==> config.mk <==
export PLATFORM = sky130hd
export DESIGN_NAME = sbp_port
export DESIGN_NICKNAME = d
export VERILOG_FILES = /design/src/logic/sbp_pkg.sv /design/src/logic/sbp_port.sv /design/src/logic/sbp_lane_dec.sv /design/src/logic/sbp_burst_ctr.sv
export SDC_FILE = /design/constraint.sdc
export NUM_CORES = 1
export LEC_CHECK = 0
export BUFFER_PORTS_ARGS = -buffer_cell sky130_fd_sc_hd__buf_2
export CAP_MARGIN = 20
export CORE_MARGIN = 10
export CORE_UTILIZATION = 46
export CTS_CLUSTER_SIZE = 12
export DETAILED_ROUTE_END_ITERATION = 10
export PLACE_DENSITY_LB_ADDON = 0.08
export SYNTH_ARGS = -nofsm -noshare
export SYNTH_HDL_FRONTEND = slang
export SYNTH_SLANG_ARGS = --single-unit
==> constraint.sdc <==
create_clock -name CLK -period 1.95 [get_ports CLK]
set_input_delay 0 -clock CLK [delete_from_list [all_inputs] [get_ports CLK]]
set_output_delay 0 -clock CLK [all_outputs]
set_load 0.02 [all_outputs]
==> src/logic/sbp_pkg.sv <==
package sbp_pkg;

    // ----------------------------------------
    // Sizes
    // ----------------------------------------
    localparam int unsigned SBP_DATA_W = 18;
    localparam int unsigned SBP_LANES = 2;
    localparam int unsigned SBP_ADDR_W = 20;
    localparam int unsigned SBP_BURST_W = 2;
    localparam int unsigned SBP_HI_W = SBP_ADDR_W - SBP_BURST_W;

    // ----------------------------------------
    // Reset values and lane masks
    // ----------------------------------------
    localparam logic SBP_OE_N_RST = 1'h1;
    localparam logic SBP_ORDER_RST = 1'h1;
    localparam logic SBP_SLEEP_RST = 1'h0;
    localparam logic [SBP_BURST_W-1:0] SBP_COUNT_RST = 2'h0;
    localparam logic [SBP_LANES-1:0] SBP_LANES_ALL = 2'h3;
    localparam logic [SBP_LANES-1:0] SBP_LANES_NONE = 2'h0;

    // ----------------------------------------
    // Types
    // ----------------------------------------
    typedef enum logic [1:0] {SBP_DESELECT, SBP_READ, SBP_WRITE} sbp_mode_e;

    typedef struct packed {
        logic master_select_n;
        logic select_high;
        logic select_low_n;
        logic proc_addr_strobe_n;
        logic ctrl_addr_strobe_n;
        logic burst_advance_n;
        logic all_write_n;
        logic lane_write_enable_n;
        logic [SBP_LANES-1:0] lane_write_n;
    } sbp_ctrl_s;

    typedef struct packed {
        logic [SBP_ADDR_W-1:0] addr;
        logic [SBP_LANES-1:0] we;
        logic [SBP_DATA_W-1:0] wdata;
    } sbp_mem_s;

    typedef struct packed {
        logic oe_meta;
        logic oe_n;
        logic order_meta;
        logic order;
        logic sleep_meta;
        logic sleep;
        sbp_mode_e mode;
        logic [SBP_HI_W-1:0] addr_hi;
        sbp_mem_s mem;
        logic rd_pend;
        logic out_vld;
        logic [SBP_DATA_W-1:0] dq_o;
    } sbp_port_s;

    typedef struct packed {
        logic [SBP_BURST_W-1:0] start;
        logic [SBP_BURST_W-1:0] count;
    } sbp_burst_s;

    // ----------------------------------------
    // Burst address arithmetic
    // ----------------------------------------
    function automatic logic [SBP_BURST_W-1:0] sbp_burst_lsb(
        input logic [SBP_BURST_W-1:0] start,
        input logic [SBP_BURST_W-1:0] count,
        input logic interleave
    );
        if (interleave)
        begin
            return start ^ count;
        end
        return SBP_BURST_W'(start + count);
    endfunction : sbp_burst_lsb

endpackage : sbp_pkg

==> src/logic/sbp_port.sv <==
// Strobed register access and the address map are this design's own decisions.
`timescale 1ns/1ps
`default_nettype none
module sbp_port
    import sbp_pkg::*;
(
    input wire logic CLK,
    input wire logic SRST,
    input wire logic [SBP_ADDR_W-1:0] ADDR,
    input wire logic MASTER_SELECT_N,
    input wire logic SELECT_HIGH,
    input wire logic SELECT_LOW_N,
    input wire logic PROC_ADDR_STROBE_N,
    input wire logic CTRL_ADDR_STROBE_N,
    input wire logic BURST_ADVANCE_N,
    input wire logic ALL_WRITE_N,
    input wire logic LANE_WRITE_ENABLE_N,
    input wire logic LANE0_WRITE_N,
    input wire logic LANE1_WRITE_N,
    input wire logic OUTPUT_ENABLE_N,
    input wire logic BURST_ORDER_SEL,
    input wire logic SLEEP_REQ,
    input wire logic [SBP_DATA_W-1:0] DQ_I,
    output logic [SBP_DATA_W-1:0] DQ_O,
    output logic DQ_OE,
    output logic SLEEPING,
    output logic [SBP_ADDR_W-1:0] MEM_ADDR,
    output logic [SBP_LANES-1:0] MEM_WE,
    output logic [SBP_DATA_W-1:0] MEM_WDATA,
    input wire logic [SBP_DATA_W-1:0] MEM_RDATA
);

    sbp_port_s q;
    sbp_port_s d;
    sbp_ctrl_s ctl;
    logic [SBP_LANES-1:0] lanes;
    logic is_write;
    logic chip_on;
    logic proc_start;
    logic ctrl_start;
    logic load;
    logic step;
    logic [SBP_BURST_W-1:0] cur_lsb;
    logic [SBP_BURST_W-1:0] nxt_lsb;
    logic [SBP_ADDR_W-1:0] edge_addr;

    // ----------------------------------------
    // Synchronous pins gathered
    // ----------------------------------------
    assign ctl = {MASTER_SELECT_N, SELECT_HIGH, SELECT_LOW_N, PROC_ADDR_STROBE_N,
        CTRL_ADDR_STROBE_N, BURST_ADVANCE_N, ALL_WRITE_N, LANE_WRITE_ENABLE_N,
        LANE1_WRITE_N, LANE0_WRITE_N};

    // ----------------------------------------
    // Lane decode and burst counter
    // ----------------------------------------
    sbp_lane_dec sbp_lane_dec_inst (
        .all_write_n(ctl.all_write_n),
        .lane_write_enable_n(ctl.lane_write_enable_n),
        .lane_write_n(ctl.lane_write_n),
        .lanes(lanes)
    );

    assign is_write = |lanes;

    sbp_burst_ctr sbp_burst_ctr_inst (
        .clk(CLK),
        .srst(SRST),
        .load(load),
        .start_lsb(ADDR[SBP_BURST_W-1:0]),
        .step(step),
        .interleave(q.order),
        .cur_lsb(cur_lsb),
        .nxt_lsb(nxt_lsb)
    );

    // ----------------------------------------
    // Strobe and select decode
    // ----------------------------------------
    always_comb
    begin
        chip_on = !ctl.master_select_n && ctl.select_high && !ctl.select_low_n;
        proc_start = !ctl.proc_addr_strobe_n && !ctl.master_select_n;
        ctrl_start = !ctl.ctrl_addr_strobe_n && !proc_start;
        load = 1'b0;
        step = 1'b0;
        if (!q.sleep)
        begin
            if (proc_start || ctrl_start)
            begin
                load = chip_on;
            end
            else if (q.mode != SBP_DESELECT)
            begin
                step = !ctl.burst_advance_n;
            end
        end
    end

    always_comb
    begin
        if (load)
        begin
            edge_addr = ADDR;
        end
        else if (step)
        begin
            edge_addr = {q.addr_hi, nxt_lsb};
        end
        else
        begin
            edge_addr = {q.addr_hi, cur_lsb};
        end
    end

    // ----------------------------------------
    // Port state
    // ----------------------------------------
    always_comb
    begin
        d = q;
        d.oe_meta = OUTPUT_ENABLE_N;
        d.oe_n = q.oe_meta;
        d.order_meta = BURST_ORDER_SEL;
        d.order = q.order_meta;
        d.sleep_meta = SLEEP_REQ;
        d.sleep = q.sleep_meta;
        if (q.sleep)
        begin
            d.mode = SBP_DESELECT;
        end
        else if (proc_start || ctrl_start)
        begin
            if (!chip_on)
            begin
                d.mode = SBP_DESELECT;
            end
            else if (proc_start)
            begin
                d.mode = SBP_READ;
            end
            else
            begin
                d.mode = is_write ? SBP_WRITE : SBP_READ;
            end
        end
        else if (q.mode != SBP_DESELECT)
        begin
            d.mode = is_write ? SBP_WRITE : SBP_READ;
        end
        if (load)
        begin
            d.addr_hi = ADDR[SBP_ADDR_W-1:SBP_BURST_W];
        end
        d.mem.addr = edge_addr;
        d.mem.we = (d.mode == SBP_WRITE) ? lanes : SBP_LANES_NONE;
        d.mem.wdata = DQ_I;
        d.rd_pend = (d.mode == SBP_READ);
        d.out_vld = q.rd_pend && !q.sleep && (d.mode != SBP_WRITE);
        d.dq_o = MEM_RDATA;
        if (SRST)
        begin
            d.oe_meta = SBP_OE_N_RST;
            d.oe_n = SBP_OE_N_RST;
            d.order_meta = SBP_ORDER_RST;
            d.order = SBP_ORDER_RST;
            d.sleep_meta = SBP_SLEEP_RST;
            d.sleep = SBP_SLEEP_RST;
            d.mode = SBP_DESELECT;
            d.addr_hi = '0;
            d.mem = '0;
            d.rd_pend = 1'b0;
            d.out_vld = 1'b0;
            d.dq_o = '0;
        end
    end

    always_ff @(posedge CLK)
    begin
        q <= d;
    end

    // ----------------------------------------
    // Outputs
    // ----------------------------------------
    assign DQ_OE = q.out_vld && !q.oe_n && !q.sleep;
    assign DQ_O = q.dq_o;
    assign SLEEPING = q.sleep;
    assign MEM_ADDR = q.mem.addr;
    assign MEM_WE = q.mem.we;
    assign MEM_WDATA = q.mem.wdata;

endmodule : sbp_port
`default_nettype wire

==> src/logic/sbp_lane_dec.sv <==
`timescale 1ns/1ps
`default_nettype none
module sbp_lane_dec
    import sbp_pkg::*;
(
    input wire logic all_write_n,
    input wire logic lane_write_enable_n,
    input wire logic [SBP_LANES-1:0] lane_write_n,
    output logic [SBP_LANES-1:0] lanes
);

    // ----------------------------------------
    // Byte lane write decode
    // ----------------------------------------
    always_comb
    begin
        if (!all_write_n)
        begin
            lanes = SBP_LANES_ALL;
        end
        else if (!lane_write_enable_n)
        begin
            lanes = ~lane_write_n;
        end
        else
        begin
            lanes = SBP_LANES_NONE;
        end
    end

endmodule : sbp_lane_dec
`default_nettype wire

==> src/logic/sbp_burst_ctr.sv <==
`timescale 1ns/1ps
`default_nettype none
module sbp_burst_ctr
    import sbp_pkg::*;
(
    input wire logic clk,
    input wire logic srst,
    input wire logic load,
    input wire logic [SBP_BURST_W-1:0] start_lsb,
    input wire logic step,
    input wire logic interleave,
    output logic [SBP_BURST_W-1:0] cur_lsb,
    output logic [SBP_BURST_W-1:0] nxt_lsb
);

    sbp_burst_s q;
    sbp_burst_s d;

    // ----------------------------------------
    // Current and next burst address
    // ----------------------------------------
    assign cur_lsb = sbp_burst_lsb(q.start, q.count, interleave);
    assign nxt_lsb = sbp_burst_lsb(q.start, SBP_BURST_W'(q.count + 1'b1), interleave);

    // ----------------------------------------
    // Counter state
    // ----------------------------------------
    always_comb
    begin
        d = q;
        if (srst)
        begin
            d.start = SBP_COUNT_RST;
            d.count = SBP_COUNT_RST;
        end
        else if (load)
        begin
            d.start = start_lsb;
            d.count = SBP_COUNT_RST;
        end
        else if (step)
        begin
            d.count = SBP_BURST_W'(q.count + 1'b1);
        end
    end

    always_ff @(posedge clk)
    begin
        q <= d;
    end

endmodule : sbp_burst_ctr
`default_nettype wire

==> metrics.md, run 1 <==
| Metric | Value |
|---|---|
| Worst hold slack | around 0.066 ns |
| CTS Buf Count | 9 |
| Detailed placement HPWL | around 4.8 mm |
| Syn Inst Count | between 300 and 400 |
| Largest family of logic cells by synthesized area | simple AND/OR/NAND/NOR gates |
| Yosys top cell area share | 0.577 |
| Netlist cell types | 31 |
| Pwr Density | around 850 nW/um^2 |
| Final cell count without fillers | 533 |
| GRT Util Overall | 0.141 |
| FP Rows | 29 |
| Main synth FF type | dfxtp_1 |
| Most frequent cells after synthesis | dfxtp_1, buf_4, nand2_1, nor2b_1, a21oi_1 |
| Synth area leader | dfxtp_1 |
| Synthesized flop and latch total | 90 |
| # setup viols final | 0 |
| Initial antenna violation count | 0 |
| Htree depth | 3 |
| Top post-synthesis cells by area | dfxtp_1, buf_4, nor2b_1, nand2_1, a21oi_1 |
| Clk Latency, worst-skew pair | 0.34 ns |
| PortBufs | 130 |
| Clock Tree Buf Depth | 2 |
| Worst Setup EP | MEM_ADDR[0]$_SDFF_PP0_ |
| Reg2reg end | MEM_ADDR[0]$_SDFF_PP0_ |
| Worst-Margin Slew | between 0.4 and 0.5 ns |
| Outcome | completed |
| Drt initial violations | 52 |
| Pre-antenna DRT Iters | 4 |
| Mean cell area of the mapped netlist | ~10 um^2 |
| Synth Area in Compound Gates | 0.0601 |
| Worst reg2reg startpoint | sbp_burst_ctr_inst.q[0]$_SDFFE_PP0N_ |
| Root buf cell | clkbuf_8 |
| Post-Synth Simple-Gate Area | 0.177 |
| Period Utilization, post-route | 0.793 |
| R2r setup slk | between 0.4 and 0.5 ns |
| MaxCap Viol Count | 0 |
| Tot Pwr | 3.64 mW |
| CTS resizes | 0 |
| Hold Path Class | primary input to flop |
| Layout cell share with drive strength beyond 1 | 0.344 |
| Tmin final | 1.55 ns |
| Vias | between 2000 and 2500 |
| Vias per inst | 4.24 |
| Die height | about 100 um |
| Die area | roughly 10000 um^2 |
| Routed WL | 7.27 mm |
| CP cell instances | inv_1 -> ha_1 -> or4_1 -> nand3_1 -> a21oi_1 |
| CORE AREA | 6460 um^2 |
| Slew margin rel. | 0.730 |
| # DRC | 0 |
| Final setup TNS | 0 ns |
| Initial Utilization | 0.483 |
| EDFF count, synth | 0 |
| First-pass GRT wire length | between 10 and 15 mm |
| Die outline width | 102 um |
| Count leader, synth | dfxtp_1 |
| IO Pins | around 130 |
| Wire per inst | 13.6 um |
| Ys Warns | 0 |
| Final Max Slew Viols | 0 |
| Hold depth | 2 |
| Startpoint types | flop |
| Setup CP Type | flop to flop |
| Reg2Reg Depth | 5 |
| Adder-Cell Fraction of Synth Area | 0.00802 |
| Clock transition at path regs | 0.09 ns |
| Leakage | about 2.0 nW |
| Final Hold Fails | 0 |
| Worst setup EP type | flop |
| CP max stage cell | or4_1 |
| Mapped cell area | about 3100 um^2 |
| Vias in the first global route | about 2400 |
| Final GP Congestion | approximately 0.75 |
| Origin of the worst setup path | sbp_burst_ctr_inst.q[0]$_SDFFE_PP0N_ |
| DP Cell Count | 452 |
| Post-Synth XOR/XNOR Area | 0.0184 |
| Postcts setup bufs | 0 |
| Clk sinks | 90 |
| Nets | between 500 and 600 |
| Critical path arrival | about 1.8 ns |
| Post-CTS Hold Fix Bufs | 65 |
| Layout area overhead | 37.4% |
| Total gr overflow | 0 |
| RSZ-0062 raised after global routing | false |
| Ys async rst share | 0 |
| Peak per-stage delay on the critical path | 0.50 ns |
| Achievable Freq | between 600 and 700 MHz |
| # diodes | 0 |
| CP required | 2.18 ns |
| Post-synth net total | approximately 380 |
| Max VDD drop | between 600 and 700 uV |
| Final Skew | between 0.007 and 0.008 ns |
| Multiplexer share of the synthesized area | 0 |
| Clock tree from TritonCTS | built |
| ANT nets after route | 0 |
| Critical Path Fanout Max | 4 |
| Seq/Total Area, Yosys | 0.577 |
| Largest net degree at the start of global routing | 25 |
-- worst min path at each step --
| stage | startpoint | endpoint | slack, ns |
|---|---|---|---|
| floorplan | BURST_ORDER_SEL | q[83]$_SDFF_PP1_ | 0.10 |
| finish | SRST | DQ_O[2]$_SDFF_PP0_ | 0.07 |
| global placement | OUTPUT_ENABLE_N | q[85]$_SDFF_PP1_ | 0.18 |
| detailed placement | OUTPUT_ENABLE_N | q[85]$_SDFF_PP1_ | 0.18 |
| CTS | SRST | DQ_O[2]$_SDFF_PP0_ | 0.05 |
| global route | SRST | DQ_O[13]$_SDFF_PP0_ | 0.09 |
-- critical path, delay by kind of cell (launching register included) --
kind                       cells  cell delay (ns)
and+or+nand+nor                2             0.60
DFF                            1             0.39
adders and majority gates      1             0.31
buffers and inverters          1             0.08
AOI/OAI and AO/OA              1             0.06
-- placed cells by master, fill, tap and decap left out, drive strengths merged, types with 3 or more instances in the layout --
cell type | synthesis | final
a21oi | 22 | 22
buf | 60 | 136
clkbuf | 10 | 11
clkinvlp | 0 | 3
dfxtp | 90 | 90
dlygate4sd3 | 0 | 65
inv | 2 | 3
nand2 | 43 | 43
nor2 | 6 | 6
nor2b | 39 | 39
nor3 | 3 | 3
or2 | 4 | 4
xnor2 | 3 | 3
-- state kept, by name, summed over array words and instances (netlist names) --
register              count
sbp_burst_ctr_inst.q      4
q                        27
MEM_WE                    2
MEM_WDATA                18
DQ_O                     18
MEM_ADDR                 20
SLEEPING                  1
-- kinds of logic (layout without fill, tap and decap cells) --
| kind of cell | Yosys count | in the layout |
|---|---|---|
| AND/OR/NAND/NOR | 107 | 107 |
| flip-flops | 90 | 90 |
| adder cells (fa/ha/maj) | 2 | 2 |
| XOR/XNOR | 5 | 5 |
| buffers and inverters | 72 | 219 |
| AO/OA/AOI/OAI | 33 | 33 |
-- stage by stage --
stage                util  worst slack [ns]  cell area [um^2]
finish              0.664             0.403              4290
global route        0.664             0.298              4290
CTS                 0.664             0.401              4290
detailed placement  0.530             0.419              3420
global placement    0.530             0.444              3420
floorplan               -             0.479              3120
-- layout make-up --
class / instances / area (um^2)
multi-input cells: 147 / 823
flip-flops and latches: 90 / 1800
clock inverters: 5 / 61.3
fillers: 545 / 2170
well taps: 77 / 96.3
clock buffers: 11 / 151
repair buffers: 201 / 1350
inverters: 2 / 7.51
-- report_power, final --
| group | switching, mW | total, mW | internal [mW] | leakage [nW] |
|---|---|---|---|---|
| sequential | 0.0161 | 1.92 | 1.91 | 0.739 |
| clock | 0.645 | 1.31 | 0.667 | 0.0982 |
| combinational | 0.189 | 0.406 | 0.217 | 1.15 |
-- routing by layer --
metal	GRT usage	up-vias	wire [um]
met4	0.0716	0	102
met2	0.234	79	3530
li1	-	1206	-
met5	0	-	0
met3	0.0729	9	819
met1	0.143	967	2820
Power figures use the tool's default switching activity.
==> run 2, diff against run 1 <==
CORE_UTILIZATION = 42   (was 46)
clock period = 1.3 ns   (was 1.95 ns; I/O delays follow)
==> run 2 against run 1 <==
  * Via count grew 5.1%
  * Sequential power rose by 51%
  * Count of clock-buffer cells in the layout unchanged
  * Cell area rose by 7.4%
  * Non-clock buffer count is 5 higher
  * Global-route usage down 1.3 points
  * Sequential cell count did not move
  * Clock skew is 0.0043 ns higher
  * Critical path depth down 1
  * Maximum frequency increased by 20%
  * Worst hold slack worse by 0.038 ns
==> metrics.md, run 2 (synthesis results as in run 1) <==
| Metric | Value |
|---|---|
| Achievable Freq | about 770 MHz |
| Sw frac | 0.233 |
| Clock tree from TritonCTS | built |
| Reg2reg end | sbp_burst_ctr_inst.q[1]$_SDFFE_PP0N_ |
| Biggest register | q |
| # DRC | 0 |
| Layout filler cell count | about 620 |
| Worst setup EP type | flop |
| Pre-antenna DRT Iters | 4 |
| Vias | 2377 |
| Post-place setup slack | -0.0595 ns |
| Die area | about 11000 um^2 |
| Initial Utilization | 0.430 |
| Drt initial violations | 55 |
| Total gr overflow | 0 |
| CORE AREA | between 7000 and 8000 um^2 |
| Tot Pwr | 5.40 mW |
| Clk Latency, worst-skew pair | 0.34 ns |
| Critical path arrival | approximately 1.6 ns |
| Period Utilization, post-route | 0.994 |
| CP Buf/Inv Count | 1 |
| Clk pwr share | 0.342 |
| Routed WL | roughly 7.5 mm |
| Final Skew | 0.0115 ns |
| Largest net degree at the start of global routing | 35 |
| Slew margin rel. | 0.748 |
| Startpoint types | flop |
| Detailed placement HPWL | 4.97 mm |
| # setup viols final | 0 |
| CP required | 1.56 ns |
| Die outline width | 106 um |
| Final GP Congestion | around 0.71 |
| Htree depth | 3 |
| DP Cell Count | between 400 and 500 |
| Origin of the worst setup path | sbp_burst_ctr_inst.q[0]$_SDFFE_PP0N_ |
| Nets | 529 |
| Combinational power share | 0.125 |
| CP max stage cell | or4_1 |
| Pwr Density | about 1200 nW/um^2 |
| Clk sinks | 90 |
| Final cell count without fillers | between 500 and 600 |
| Final Max Slew Viols | 0 |
| Reg2Reg Depth | 4 |
| CTS Buf Count | 9 |
| Worst Setup EP | sbp_burst_ctr_inst.q[1]$_SDFFE_PP0N_ |
| Wire per inst | between 10 and 15 um |
| Critical Path Fanout Max | 2 |
| Hold depth | 4 |
| Most common cell after layout, fill and taps aside | buf_2 |
| Initial antenna violation count | 0 |
| Setup CP Type | flop to flop |
| Layout area overhead | 47.5% |
| Final Hold Fails | 0 |
| Vias in the first global route | ~2400 |
| Outcome | completed |
| Worst Hold Launch | BURST_ADVANCE_N |
| Max VDD drop | 633 uV |
| Psw | roughly 1.3 mW |
| IO Pins | approximately 130 |
| Layout cell share with drive strength beyond 1 | 0.441 |
| Root buf cell | clkbuf_8 |
| Clock Tree Buf Depth | 2 |
| CP cell instances | inv_2 -> or4_1 -> xor2_1 -> nor3_1 |
| Placed cell areas | around 3500 um^2 |
| Worst reg2reg startpoint | sbp_burst_ctr_inst.q[0]$_SDFFE_PP0N_ |
| Tmin final | between 1 and 1.5 ns |
| Seq pwr share | 0.534 |
| Crit path depth | 4 |
| # diodes | 0 |
| Clock transition at path regs | approximately 0.090 ns |
| P_int | around 4.1 mW |
| Delay-heaviest family, CP | simple AND/OR/NAND/NOR gates |
| First-pass GRT wire length | about 12 mm |
| Vias per inst | approximately 4.3 |
| MaxCap Viol Count | 0 |
| ANT nets after route | 0 |
| Final worst slack | around 0.0074 ns |
| Leakage | approximately 2.1 nW |
| FP Rows | 31 |
| RSZ-0062 raised after global routing | true |
| Hold Path Class | primary input to flop |
| Worst-Margin Slew | around 0.38 ns |
| Most frequent cells in the layout | buf_2, dfxtp_1, dlygate4sd3_1, nor2b_1, nand2_1 |
| R2r setup slk | roughly 0.0074 ns |
| Peak per-stage delay on the critical path | about 0.56 ns |
| Die height | roughly 110 um |
| PortBufs | 130 |
| GRT Util Overall | 0.128 |
| Final Instance Area | 4600 um^2 |
| Max reg flops | 27 |
## run 2: changes by cell type in the layout (fill, tap and decap cells not counted), moves of 3 or more
cell / before / now
a21oi_1: 22 / 2
a21oi_2: 0 / 19
dfxtp_1: 90 / 87
nand2_1: 43 / 29
nand2_2: 0 / 4
nand2_4: 0 / 10
## run 2: layout make-up
type	count	area [um^2]	area share
timing repair buffer	206	1450	0.314
multi-input combinational	147	1030	0.223
clock buffer	11	141	0.0307
sequential	90	1810	0.393
tap	99	124	0.0269
inverter	2	7.51	0.00163
clock inverter	4	51.3	0.0111
## run 2: layer usage
layer,global-route usage,wire (um)
met1,0.130,3000
met4,0.0464,70
met5,0,0
met3,0.0604,698
met2,0.225,3740
## run 2: worst register-to-register path, stage by stage (launching register included)
cell and delay [ns]:
dfxtp_2 0.34, inv_2 0.05, or4_1 0.56, xor2_1 0.17, nor3_1 0.12
## run 2: worst min-delay path by stage
| stage | end | slack, ns |
|---|---|---|
| 2_1_floorplan | q[83]$_SDFF_PP1_ | 0.10 |
| 3_3_place_gp | q[83]$_SDFF_PP1_ | 0.19 |
| 6_report | MEM_ADDR[0]$_SDFF_PP0_ | 0.03 |
| 4_1_cts | MEM_ADDR[0]$_SDFF_PP0_ | 0.02 |
| 3_5_place_dp | q[85]$_SDFF_PP1_ | 0.19 |
| 5_1_grt | MEM_ADDR[0]$_SDFF_PP0_ | 0.04 |
## run 2: power groups by stage
| stage | sequential, mW | clock (mW) | combinational (mW) |
|---|---|---|---|
| 6_report | 2.89 | 1.85 | 0.673 |
| 5_1_grt | 2.90 | 2.03 | 0.730 |
| 4_1_cts | 2.89 | 1.90 | 0.629 |
| 3_5_place_dp | 2.95 | 0 | 0.473 |
| 3_3_place_gp | 2.95 | 0 | 0.469 |
| 2_1_floorplan | 2.95 | 0 | 0.342 |
## run 2: through the flow
| step | utilization | TNS, ns | hold WS, ns |
|---|---|---|---|
| finish | 0.635 | 0 | 0.0281 |
| global route | 0.635 | -1.08 | 0.0426 |
| CTS | 0.605 | 0 | 0.0173 |
| detailed placement | 0.486 | -0.962 | 0.188 |
| global placement | 0.486 | -0.0621 | 0.186 |
| floorplan | - | 0 | 0.104 |
## run 2: what timing repair did
action,4_1_cts,5_1_grt
cloned,0,1
endpoints found under the setup margin,40,43
hold buffers,64,0
pin swaps,2,25
buffers inserted,1,0
gates resized for setup,5,51
hold endpoints to repair,83,0
==> run 3, diff against run 2 <==
CORE_UTILIZATION = 43   (was 42)
SYNTH_HIERARCHICAL = 1   (was not set)
==> run 3 against run 2 <==
  * The run now ends with setup timing left
  * Synthesized area grew 3.3%
  * Die area grew 0.75%
  * Setup slack lost 0.28 ns
  * Sequential share of layout area shrank 2.3 points
  * Non-clock buffer count grew 9
  * Routed wire length grew 24%
  * Critical path depth grew 2
  * Sequential power is essentially flat
  * Critical endpoint is now MEM_ADDR[1]$_SDFF_PP0_
  * Largest cell class unchanged
  * Largest power group unchanged
  * Highest routed layer unchanged
==> metrics.md, run 3 <==
| Metric | Value |
|---|---|
| Outcome | finished, violations left |
| Failing checks | setup timing |
| Placed cell areas | 3650 um^2 |
| Pwr Density | approximately 1200 nW/um^2 |
| Crit path depth | 6 |
| Clk pwr share | 0.350 |
| First-pass GRT wire length | 13.9 mm |
| Final Instance Area | just under 5000 um^2 |
| IO Pins | ~130 |
| Sw frac | 0.260 |
| Most common cell after layout, fill and taps aside | buf_2 |
| Biggest register | q |
| Psw | 1.46 mW |
| Total gr overflow | 0 |
| Clk sinks | 90 |
| Vias per inst | between 4 and 5 |
| Final Hold Fails | 0 |
| Ys Warns | 6 |
| Leakage | approximately 2.1 nW |
| Routed WL | 9.32 mm |
| Seq pwr share | 0.513 |
| Detailed placement HPWL | around 5.4 mm |
| Achievable Freq | between 600 and 700 MHz |
| FP Rows | 31 |
| Most frequent cells in the layout | buf_2, dfxtp_1, dlygate4sd3_1, nor2b_1, a21oi_2 |
| Clock tree from TritonCTS | built |
| Peak per-stage delay on the critical path | between 0.4 and 0.5 ns |
| Yosys top cell area share | 0.559 |
| Seq. cell area | roughly 1800 um^2 |
| CP cell instances | inv_4 -> ha_4 -> nor2b_4 -> xnor3_1 -> or4b_1 -> a311oi_1 |
| Initial Utilization | 0.442 |
| Slew margin rel. | 0.749 |
| Critical path arrival | between 1.5 and 2 ns |
| Delay-heaviest family, CP | simple AND/OR/NAND/NOR gates |
| Hold depth | 2 |
| CTS Buf Count | 9 |
| Vias | 2637 |
| GRT Util Overall | 0.151 |
| Seq/Total Area, Yosys | 0.559 |
| Period Utilization, post-route | 1.21 |
| Worst setup EP type | flop |
| CP max stage cell | or4b_1 |
| Vias in the first global route | 2767 |
| Layout filler cell count | a little under 600 |
| Clk Latency, worst-skew pair | roughly 0.35 ns |
| RSZ-0062 raised after global routing | true |
| Wire per inst | about 16 um |
| Combinational power share | 0.137 |
| Root buf cell | clkbuf_8 |
| Post-place setup slack | -0.250 ns |
| Die area | around 11000 um^2 |
| CORE AREA | 7290 um^2 |
| Layout area overhead | 51.9% |
| Largest net degree at the start of global routing | 32 |
| Multi-input gate area | 1220 um^2 |
| # setup viols final | 42 |
| MaxCap Viol Count | 0 |
| Hold Path Class | primary input to flop |
| Layout cell share with drive strength beyond 1 | 0.488 |
| Netlist cell types | 33 |
| Final GP Congestion | 0.713 |
| Nets | between 500 and 600 |
| Main synth FF type | dfxtp_1 |
| Worst-Margin Slew | 0.375 ns |
| Most frequent cells after synthesis | dfxtp_1, buf_4, nor2b_1, a21oi_1, nand3_1 |
| # DRC | 0 |
| Die height | around 110 um |
| P_int | 4.17 mW |
| Critical Path Fanout Max | 3 |
| Final Skew | approximately 0.012 ns |
| Clock transition at path regs | approximately 0.090 ns |
| Final worst slack | -0.275 ns |
| Mapped cell area | between 3000 and 4000 um^2 |
| Syn Inst Count | between 300 and 400 |
| Tot Pwr | 5.63 mW |
| Pre-antenna DRT Iters | 4 |
| Htree depth | 3 |
| Synthesized flop and latch total | 90 |
| Final Max Slew Viols | 0 |
| Post-synth net total | 386 |
| Mean cell area of the mapped netlist | 10.3 um^2 |
| Top post-synthesis cells by area | dfxtp_1, buf_4, nor2b_1, a21oi_1, nand3_1 |
| ANT nets after route | 0 |
| Setup CP Type | flop to flop |
| Count leader, synth | dfxtp_1 |
| Initial antenna violation count | 0 |
| CP Buf/Inv Count | 1 |
| EDFF count, synth | 0 |
| CP required | between 1.5 and 2 ns |
| Max reg flops | 27 |
| Max VDD drop | 699 uV |
| Synth area leader | dfxtp_1 |
| # diodes | 0 |
| Drt initial violations | 79 |
| Ys async rst share | 0 |
| Clock Tree Buf Depth | 2 |
| Tmin final | between 1.5 and 2 ns |
| Die outline width | around 110 um |
| Final setup TNS | -4.41 ns |
| PortBufs | 130 |
| Reg2Reg Depth | 6 |
| Startpoint types | flop |
run 3: path summary, 6_finish.rpt:
| path | startpoint | to | slack, ns |
|---|---|---|---|
| min | SRST | sbp_burst_ctr_inst/q[2]$_SDFFE_PP0P_ | 0.05 |
| min reg2reg | q[85]$_SDFF_PP1_ | q[84]$_SDFF_PP1_ | 0.41 |
| max | sbp_burst_ctr_inst/q[0]$_SDFFE_PP0P_ | MEM_ADDR[1]$_SDFF_PP0_ | -0.27 |
| max reg2reg | sbp_burst_ctr_inst/q[0]$_SDFFE_PP0P_ | MEM_ADDR[1]$_SDFF_PP0_ | -0.27 |
run 3: final cells by class:
| class | count | area share |
|---|---|---|
| inverter | 3 | 0.00332 |
| multi-input combinational | 149 | 0.249 |
| timing repair buffer | 215 | 0.311 |
| tap | 99 | 0.0253 |
| clock buffer | 9 | 0.0253 |
| clock inverter | 7 | 0.0174 |
| sequential | 90 | 0.369 |
run 3: cell families after synthesis:
family,Yosys count,share of synthesized area
AND/OR/NAND/NOR,87,0.161
XOR/XNOR,4,0.0175
adder cells (fa/ha/maj),2,0.00776
flip-flops,90,0.559
buffers and inverters,77,0.158
multiplexers,2,0.00621
AO/OA/AOI/OAI,51,0.0908
run 3: stage by stage:
stage | util | instances | hold WS, ns
floorplan | - | 313 | 0.0724
global placement | 0.500 | 482 | 0.184
detailed placement | 0.500 | 482 | 0.186
CTS | 0.632 | 568 | 0.0366
global route | 0.672 | 572 | 0.0765
finish | 0.672 | 572 | 0.0455
run 3: repair_timing:
action,in CTS,in global routing
gates resized for setup,17,52
gates cloned,4,2
hold buffers,65,0
buffers inserted,1,2
hold endpoints to repair,83,0
pin swaps,2,19
endpoints found under the setup margin,40,43
run 3: worst reg2reg max path, stage by stage (launching register included):
cell      delay, ns
dfxtp_4        0.38
inv_4          0.04
ha_4           0.14
nor2b_4        0.11
xnor3_1        0.18
or4b_1         0.44
a311oi_1       0.21
run 3: power by group through the flow:
stage	registers [mW]	clock network, mW	logic [mW]
floorplan	2.95	0	0.382
global placement	2.94	0	0.520
finish	2.89	1.97	0.774
detailed placement	2.95	0	0.523
CTS	2.88	2.02	0.700
global route	2.90	2.14	0.837
run 3: routing by layer:
layer / wire length [um] / vias up / global-route usage / part of all wire
li1: - / 1302 / - / -
met1: 3690 / 1224 / 0.163 / 0.40
met2: 4690 / 104 / 0.256 / 0.50
met3: 853 / 7 / 0.0719 / 0.091
met4: 86 / 0 / 0.0503 / 0.0092
met5: 0 / - / 0 / 0
